==> config.mk <==
export PLATFORM = sky130hd
export DESIGN_NAME = ecii_top
export DESIGN_NICKNAME = d
export VERILOG_FILES = /design/src/hw/ecii_pkg.sv /design/src/hw/ecii_sync.sv /design/src/hw/ecii_top.sv
export SDC_FILE = /design/constraint.sdc
export NUM_CORES = 1
export LEC_CHECK = 0
export BUFFER_PORTS_ARGS = -buffer_cell sky130_fd_sc_hd__buf_4
export CORE_MARGIN = 5
export CORE_UTILIZATION = 56
export CTS_CLUSTER_DIAMETER = 50
export DETAILED_ROUTE_END_ITERATION = 8
export GPL_ROUTABILITY_DRIVEN = 0
export HOLD_SLACK_MARGIN = 0.05
export PLACE_DENSITY_LB_ADDON = 0.05
export SETUP_SLACK_MARGIN = 0.2
export SYNTH_ARGS = -nofsm -noshare
export SYNTH_HDL_FRONTEND = slang
export SYNTH_SLANG_ARGS = --single-unit
==> constraint.sdc <==
create_clock -name i_core_clk -period 2.7 [get_ports i_core_clk]
set_input_delay 0.27 -clock i_core_clk [delete_from_list [all_inputs] [get_ports i_core_clk]]
set_output_delay 0.27 -clock i_core_clk [all_outputs]
set_load 0.03 [all_outputs]
==> src/hw/ecii_pkg.sv <==
package ecii_pkg;
	localparam int unsigned ECII_CHANNELS = 8;
	localparam logic [3:0] ECII_OFS_INPUT_STATE = 4'h0;
	localparam logic [7:0] ECII_RST_INPUT_STATE = 8'h00;
	localparam int unsigned ECII_CLK_HZ = 250_000_000;
	localparam int unsigned ECII_BLINK_HZ = 2;
	localparam int unsigned ECII_BLINK_HALF_CYC =
		ECII_CLK_HZ / (2 * ECII_BLINK_HZ);
	localparam int unsigned ECII_BLINK_CNT_W = 26;

	typedef struct packed {
		logic run;
		logic fault;
		logic [7:0] chan;
	} ecii_led_t;

	typedef struct packed {
		logic rd;
		logic wr;
		logic [3:0] addr;
		logic [7:0] wdata;
	} ecii_bus_req_t;

	typedef struct packed {
		logic bus_ok;
		logic module_err;
		logic cfg_err;
		logic bus_pwr_ok;
	} ecii_health_t;
endpackage : ecii_pkg

==> src/hw/ecii_sync.sv <==
module ecii_sync
	import ecii_pkg::*;
#(
	parameter int unsigned WIDTH = 8
)
(
	// Clock, reset and enable
	input wire logic i_core_clk,
	input wire logic i_rst,
	input wire logic i_ce,
	// Asynchronous level in, synchronised level out
	input wire logic [WIDTH-1:0] i_async,
	output logic [WIDTH-1:0] o_sync
);
	typedef struct packed {
		logic [WIDTH-1:0] meta;
		logic [WIDTH-1:0] stable;
	} ecii_sync_state_t;

	ecii_sync_state_t state_r;
	ecii_sync_state_t state_nxt;

	initial
	begin
		if (WIDTH < 1)
			$error("ecii_sync width must be at least one");
	end

	always_comb
	begin
		state_nxt = state_r;
		if (i_ce)
		begin
			state_nxt.meta = i_async;
			state_nxt.stable = state_r.meta;
		end
	end

	always_ff @(posedge i_core_clk or posedge i_rst)
	begin
		if (i_rst)
			state_r <= '0;
		else
			state_r <= state_nxt;
	end

	assign o_sync = state_r.stable;
endmodule : ecii_sync

==> src/hw/ecii_top.sv <==
// Overview of operation
// RL1: Eight inputs are sampled and shown in one byte at offset zero, bit n for channel n.
// RL2: That byte sits in the host input space and is read there on every bus cycle; here it is returned only on a host read at offset zero.
// RL3: No output bytes are used, and host writes have no effect on the module.
// RL4: With run on and fault off, each channel lamp follows its input level.
// RL5: Run on with fault off signals healthy bus and module.
// RL6: A module error lights fault steadily; run stays on only while the bus works.
// RL7: Run and fault both off denote a bus power supply failure.
// RL8: A configuration error blinks fault at 2 Hz whatever the other lamps show.
// RL9: Channel lamps keep following the inputs even with electronics power off.
// RL10: Every input passes two flip-flops before it reaches the byte or its lamp.
module ecii_top
	import ecii_pkg::*;
#(
	parameter int unsigned BLINK_HALF_CYC = ECII_BLINK_HALF_CYC
)
(
	// Clock, reset, enable
	input wire logic i_core_clk,
	input wire logic i_rst,
	input wire logic i_ce,
	// Field inputs
	input wire logic [ECII_CHANNELS-1:0] i_input_channel_n,
	// Backplane input area access
	input wire ecii_bus_req_t i_bus_req,
	output logic [7:0] o_rdata,
	output logic o_rvalid,
	// Health sources
	input wire logic i_bus_ok,
	input wire logic i_module_err,
	input wire logic i_cfg_err,
	input wire logic i_bus_pwr_ok,
	// Indicators
	output logic o_run_indicator,
	output logic o_module_fault_indicator,
	output logic [ECII_CHANNELS-1:0] o_chan_indicator
);
	typedef struct packed {
		logic [7:0] input_state_byte;
		logic [7:0] rdata;
		logic rvalid;
		logic [ECII_BLINK_CNT_W-1:0] blink_cnt;
		logic blink;
		ecii_led_t led;
	} ecii_top_state_t;

	ecii_top_state_t state_r;
	ecii_top_state_t state_nxt;
	logic [ECII_CHANNELS-1:0] in_sync;
	ecii_health_t health_meta_r;
	ecii_health_t health_r;
	ecii_health_t health_in;

	initial
	begin
		if (BLINK_HALF_CYC < 1 || BLINK_HALF_CYC >= (1 << ECII_BLINK_CNT_W))
			$error("ecii_top blink half period out of range");
	end

	function automatic logic addr_is_input(input logic [3:0] a);
		return a == ECII_OFS_INPUT_STATE;
	endfunction : addr_is_input

	ecii_sync #(.WIDTH(ECII_CHANNELS)) u_in_sync
	(
		.i_core_clk(i_core_clk),
		.i_rst(i_rst),
		.i_ce(i_ce),
		.i_async(i_input_channel_n),
		.o_sync(in_sync)
	); // RL10

	assign health_in = '{bus_ok: i_bus_ok, module_err: i_module_err,
		cfg_err: i_cfg_err, bus_pwr_ok: i_bus_pwr_ok};

	// Health levels from outside domain
	always_ff @(posedge i_core_clk or posedge i_rst)
	begin
		if (i_rst)
		begin
			health_meta_r <= '0;
			health_r <= '0;
		end
		else if (i_ce)
		begin
			health_meta_r <= health_in;
			health_r <= health_meta_r;
		end
	end

	always_comb
	begin
		state_nxt = state_r;
		if (i_ce)
		begin
			state_nxt.input_state_byte = in_sync; // RL1
			// Read of input area only; writes ignored
			state_nxt.rvalid = i_bus_req.rd && addr_is_input(i_bus_req.addr);
			if (i_bus_req.rd && addr_is_input(i_bus_req.addr))
				state_nxt.rdata = state_r.input_state_byte; // RL2
			else
				state_nxt.rdata = 8'h00; // RL3
			// 2 Hz blink base
			if (state_r.blink_cnt == ECII_BLINK_CNT_W'(BLINK_HALF_CYC - 1))
			begin
				state_nxt.blink_cnt = '0;
				state_nxt.blink = ~state_r.blink; // RL8
			end
			else
				state_nxt.blink_cnt = state_r.blink_cnt + 1'b1;
			// Indicators
			state_nxt.led.chan = in_sync; // RL4 RL9
			if (!health_r.bus_pwr_ok)
			begin
				state_nxt.led.run = 1'b0; // RL7
				state_nxt.led.fault = 1'b0; // RL7
			end
			else
			begin
				state_nxt.led.run = health_r.bus_ok; // RL5 RL6
				state_nxt.led.fault = health_r.module_err; // RL6
			end
			if (health_r.cfg_err)
				state_nxt.led.fault = state_r.blink; // RL8
		end
	end

	always_ff @(posedge i_core_clk or posedge i_rst)
	begin
		if (i_rst)
		begin
			state_r <= '0;
			state_r.input_state_byte <= ECII_RST_INPUT_STATE;
		end
		else
			state_r <= state_nxt;
	end

	assign o_rdata = state_r.rdata;
	assign o_rvalid = state_r.rvalid;
	assign o_run_indicator = state_r.led.run;
	assign o_module_fault_indicator = state_r.led.fault;
	assign o_chan_indicator = state_r.led.chan;

	chk_chan_follow: assert property (@(posedge i_core_clk) disable iff (i_rst)
		i_ce [*4] |-> o_chan_indicator == $past(i_input_channel_n, 3))
		else $error("channel lamp not following input"); // RL4
	chk_byte_image: assert property (@(posedge i_core_clk) disable iff (i_rst)
		i_ce [*4] |-> state_r.input_state_byte == $past(i_input_channel_n, 3))
		else $error("input byte not following inputs"); // RL1
	chk_read_data: assert property (@(posedge i_core_clk) disable iff (i_rst)
		(i_ce && i_bus_req.rd && i_bus_req.addr == ECII_OFS_INPUT_STATE)
		|=> o_rvalid && o_rdata == $past(state_r.input_state_byte))
		else $error("input byte read wrong"); // RL2
	chk_write_none: assert property (@(posedge i_core_clk) disable iff (i_rst)
		(i_ce && i_bus_req.wr && !i_bus_req.rd) |=> !o_rvalid && o_rdata == 8'h00)
		else $error("write affected the module"); // RL3
	chk_pwr_dark: assert property (@(posedge i_core_clk) disable iff (i_rst)
		(i_ce && !health_r.bus_pwr_ok && !health_r.cfg_err)
		|=> !o_run_indicator && !o_module_fault_indicator)
		else $error("power fault lamps wrong"); // RL7
	chk_healthy_run: assert property (@(posedge i_core_clk) disable iff (i_rst)
		(i_ce && health_r.bus_pwr_ok && health_r.bus_ok && !health_r.module_err
		&& !health_r.cfg_err) |=> o_run_indicator && !o_module_fault_indicator)
		else $error("healthy lamps wrong"); // RL5
	chk_mod_err: assert property (@(posedge i_core_clk) disable iff (i_rst)
		(i_ce && health_r.bus_pwr_ok && health_r.module_err && !health_r.cfg_err)
		|=> o_module_fault_indicator && o_run_indicator == $past(health_r.bus_ok))
		else $error("module error lamps wrong"); // RL6
	chk_blink_toggle: assert property (@(posedge i_core_clk) disable iff (i_rst)
		(i_ce && state_r.blink_cnt == ECII_BLINK_CNT_W'(BLINK_HALF_CYC - 1))
		|=> state_r.blink != $past(state_r.blink))
		else $error("blink did not toggle"); // RL8
	chk_cfg_blink: assert property (@(posedge i_core_clk) disable iff (i_rst)
		(i_ce && health_r.cfg_err) |=> o_module_fault_indicator == $past(state_r.blink))
		else $error("config error blink wrong"); // RL8
	chk_sync_depth: assert property (@(posedge i_core_clk) disable iff (i_rst)
		i_ce [*3] |-> in_sync == $past(i_input_channel_n, 2))
		else $error("input synchroniser depth wrong"); // RL10
endmodule : ecii_top

### Word-level counts from Yosys, hierarchy flattened

Cells that the tools add are included.

| word-level totals | value |
|---|---|
| register bits | 70 |
| bits of input ports | 29 |
| output and inout port bits | 19 |
| logic and storage cells | 27 |

| operators by class | value |
|---|---|
| $add $sub $neg | 1 |
| eq/ne operators | 1 |
| muxes and demuxes | 4 |
| bitwise logic cells | 1 |
| reductions and logical operators | 3 |

Operators by type and width:

| operator | number |
|---|---|
| $add 26x1->26 const B | 1 |
| $eq 26x26->1 const B | 1 |
| $mux 26 | 1 |
| $mux 8 | 1 |
| $logic_not 4->1 | 1 |
| $mux 2 | 1 |
| $reduce_and 2->1 | 1 |
| $logic_and 1x1->1 | 1 |
| $mux 1 | 1 |
| $not 1->1 | 1 |

### Depth between registers and ports, before layout

| logic depth | value |
|---|---|
| depth in word-level cells | 3 |
| gate-level depth with buffers | 7 |
| mapped depth without buffers | 4 |

### By module

A second synthesis with hierarchy kept.

| unflattened totals | value |
|---|---|
| cells, all modules | 267 |
| area total of the unflattened synthesis | 3270.6 um^2 |

By module, submodules not included:

| module | times used | cells each | area an instance (um^2) | sequential area each (um^2) |
|---|---|---|---|---|
| ecii_top | 1 | 224 | 2557.5 | 1351.3 |
| ecii_sync | 1 | 43 | 713.2 | 400.4 |

### Worst setup path after synthesis

No wires, ideal clock.

| timing | value |
|---|---|
| path type | reg2reg |
| start point | register state_r[13] (netlist name) |
| end point | register state_r[36] (netlist name) |
| setup time | 0.077 ns |
| arrival | 1.713 ns |
| data required time | 2.623 ns |
| setup slack | 0.910 ns |
| cell stages (with the launch flop) | 5 |
| buffers on the path | 0 |
| clock period less this slack | 1.790 ns |
| path through | dfrtp_1 -> nand4_4 -> or4_4 -> or4b_1 -> a21oi_1 |

| on the way | value |
|---|---|
| longest elaborated chain between the ends | 2 |
| elaborated cells between the ends (all ways) | 3 |
| those cells by class | add/sub (1); eq/ne (1); mux (1) |

Ends and longest elaborated chain:

| element | line | RTL |
|---|---|---|
| start, declared | ecii_top.sv:47 | `ecii_top_state_t state_r;` |
| start signal, assigned | ecii_top.sv:136 | `state_r <= state_nxt;` |
| $add 26x1->26 / $eq 26x26->1 (equally long branches) | ecii_top.sv:110, ecii_top.sv:104 |  |
| $mux 26 * | ecii_top.sv:104 | `if (state_r.blink_cnt == ECII_BLINK_CNT_W'(BLINK_HALF_CYC - 1))` |

Mark *: on every way between the ends. The rest lies on a longest branch, timed or not.
A chain may end at the register's enable or synchronous reset.

### Final worst setup path

| timing | value |
|---|---|
| start point | register state_r[20] (netlist name) |
| end point | register state_r[35] (netlist name) |

Same word-level chain as after synthesis.

==> metrics.md <==
| Metric | Value |
|---|---|
| Status | finished, final reports clean |
| Post-detailed-route DRC marker count | 0 |
| Reg2Reg Depth | 4 |
| Largest fanout of any net on the critical path | 6 |
| CTS tree | done |
| FF+latch count, synth | 70 |
| Worst hold slack | 59.9 ps |
| Clock transition time at the flip-flop clock pins of the worst setup and hold paths | 80 ps |
| End point of the critical path | state_r[35] |
| Warning count from the yosys run | 0 |
| Maximum number of pins on one net before global-route repair | 43 |
| IR drop worst, VDD | 0.480 mV |
| R2r startpoint | state_r[20] |
| Proportion of register bits with asynchronous set or reset after synthesis | 1.00 |
| Clk sinks | 70 |
| Antenna diode count | 0 |
| Worst reg2reg setup slack | 760 ps |
| Standard cell core area | 5440 um2 |
| Synthesized area divided by synthesized cell count | 12.2 um2 |
| Pwr Density | 713 nW/um2 |
| Level count of the clock H-tree | 3 |
| Number of maximum-capacitance constraint violations | 0 |
| Post-Syn Area | 3110 um2 |
| Overall Global Routing Usage | 0.168 |
| Required time at the worst-slack endpoint | 2940 ps |
| Total of endpoints with negative setup slack in the final report | 0 |
| Height of the die | 84.6 um |
| Sequential cell area fraction in the yosys report | 0.562 |
| I/O pin count | 48 |
| Endpoint kind of the worst setup timing path | register |
| Area of the multi-input gates | 1180 um2 |
| Number of cells produced by synthesis | 256 |
| Startpoint-to-endpoint class of the critical path | register to register |
| Hold WC Path Type | input pin to asynchronous set/reset pin |
| Filler cell count in the final layout | 440 |
| Initial core utilization | 0.573 |
| CP Launch Point | state_r[20] |
| EDFF count, synth | 0 |
| Width of the chip | 84.6 um |
| Routed wire length per instance | 15.1 um |
| Total grt overflow | 0 |
| Post-detailed-placement half-perimeter wirelength | 3720 um |
| DRT Wirelength | 5440 um |
| Antenna violations before repair | 0 |
| Relative max-transition margin | 0.516 |
| Net count of the mapped netlist | 286 |
| Register area | 1750 um2 |
| Post-synth cell types | 39 |
| Number of buffers inserted by port buffering | 38 |
| Data arrival time of the critical path | 2180 ps |
| Post-CTS repair timing setup buffer count | 0 |
| Fin Setup TNS | 0 ps |
| Hold buffers post-CTS | 0 |
| Vias in the first global route | 2017 |
| Initial detailed-routing violation count | 97 |
| Latest clock arrival within the worst-skew pair | 340 ps |
| Total vias in the final route | 1967 |
| Worst setup skew after layout | 8.62 ps |
| Minimum clock period after layout | 1940 ps |
| Synthesis-to-layout area growth | 15.3% |
| Max Clock Freq | 515 MHz |
| Destination of the worst register-to-register timing path | state_r[35] |
| Clock Path Buffers | 2 |
| Total chip power | 2.56 mW |
| Average via count per standard cell | 5.45 |
| Hold violation count in the final report | 0 |
| Kind of start point of the critical path | register |
| Ratio of cells with drive above 1 in the final layout | 0.343 |
| Leakage | 1.62 nW |
| Top_reg_cell synth | dfrtp_1 |
| Number of cell rows | 27 |
| First-pass GRT wire length | 9760 um |
| Post-detailed-route count of antenna-violating nets | 0 |
| Share of the cycle needed by the critical path after routing | 0.719 |
| Count of pins over their slew limit | 0 |
| Slew at the pin closest to its max-slew limit | 724 ps |
| Num CTS Buffers | 9 |
| Area of the die | 7150 um2 |
| Buffer type at the clock tree root | clkbuf_8 |
| Setup repair after global routing missed its margin | false |
| Number of nets in the finished design | 314 |
| Number of optimization iterations in the first detailed-route pass | 4 |
| Cts repair resizes | 0 |
## layer usage
metal,vias up,global-route usage,part of all wire
li1,954,-,-
met1,974,0.244,0.49
met2,34,0.248,0.46
met3,5,0.0363,0.037
met4,0,0.0604,0.0085
met5,-,0,0
## area by class of cell
type / count / area share
flip-flops and latches: 70 / 0.488
clock buffers: 11 / 0.0422
repair buffers: 42 / 0.0913
well taps: 72 / 0.0251
multi-input cells: 155 / 0.329
inverters: 6 / 0.00627
clock inverters: 5 / 0.0178
## cells in the final DEF (no fill, tap or decap), drive strengths merged, types with 8 or more instances in the layout
cell / netlist / routed
nand4: 9 / 9
a22o: 8 / 8
dfrtp: 70 / 70
buf: 23 / 42
nand2: 12 / 12
xnor2: 11 / 11
clkbuf: 2 / 11
nor2: 14 / 14
a21oi: 8 / 8
mux2: 32 / 32
nand3: 10 / 10
## synthesized netlist by cell type, types with 3 or more instances
master,count,share of area
nor3_1,6,0.0096
nand3_1,9,0.014
dfrtp_1,70,0.56
nand2_1,12,0.014
nor2_1,14,0.017
and3_1,3,0.0060
a22o_1,8,0.022
o21ai_0,7,0.011
buf_2,3,0.0048
inv_1,5,0.0060
xnor2_1,11,0.031
buf_4,16,0.039
xor2_1,6,0.017
nand4_1,7,0.014
buf_1,4,0.0048
a21oi_1,8,0.013
mux2_2,32,0.12
mux2i_1,4,0.013
nor4_1,3,0.0060
## sequential cells by signal, summed over array words and instances (netlist names), 4 cells and up
register	flops
health_meta_r	4
health_r	4
o_chan_indicator	8
o_rdata	8
state_r	27
u_in_sync.o_sync	8
u_in_sync.state_r	8
## report_power, final
group	total (mW)	switching, mW	internal, mW
registers	1.29	0.117	1.17
logic	0.381	0.198	0.183
clock network	0.888	0.402	0.485
total	2.56	0.717	1.84
## logic make-up (layout without fill, tap and decap cells)
kind of cell | after synthesis | after routing | synth area share
DFF | 70 | 70 | 0.562
and+or+nand+nor | 74 | 74 | 0.143
xor gates and xnor gates | 17 | 17 | 0.0478
AOI/OAI and AO/OA | 27 | 27 | 0.0566
adders and majority gates | 1 | 1 | 0.00402
muxes | 36 | 36 | 0.129
buffers and inverters | 31 | 64 | 0.0579
## through the flow
| stage | utilization | instance area, um2 | cells | setup WS [ps] |
|---|---|---|---|---|
| global placement | 0.620 | 3370 | 345 | 801 |
| finish | 0.660 | 3590 | 361 | 760 |
| floorplan | - | 3110 | 256 | 662 |
| detailed placement | 0.620 | 3370 | 345 | 756 |
| global route | 0.660 | 3590 | 361 | 669 |
| CTS | 0.660 | 3590 | 361 | 739 |
## worst min path at each step
stage,from,endpoint,depth (start not counted)
after global routing,i_rst,o_rdata[5],2
after global placement,i_rst,o_rdata[1],2
final,i_rst,o_chan_indicator[5],2
after detailed placement,i_rst,o_rdata[1],2
after floorplan,i_bus_pwr_ok,health_meta_r[0],1
after CTS,i_rst,o_rdata[5],2
## critical path, cell delays in order, from the launching register on
cell and delay (ps):
dfrtp_1 450, nand4_2 180, or4_4 580, or4_1 480, a21oi_1 170
(Power assumes the default switching activity.)
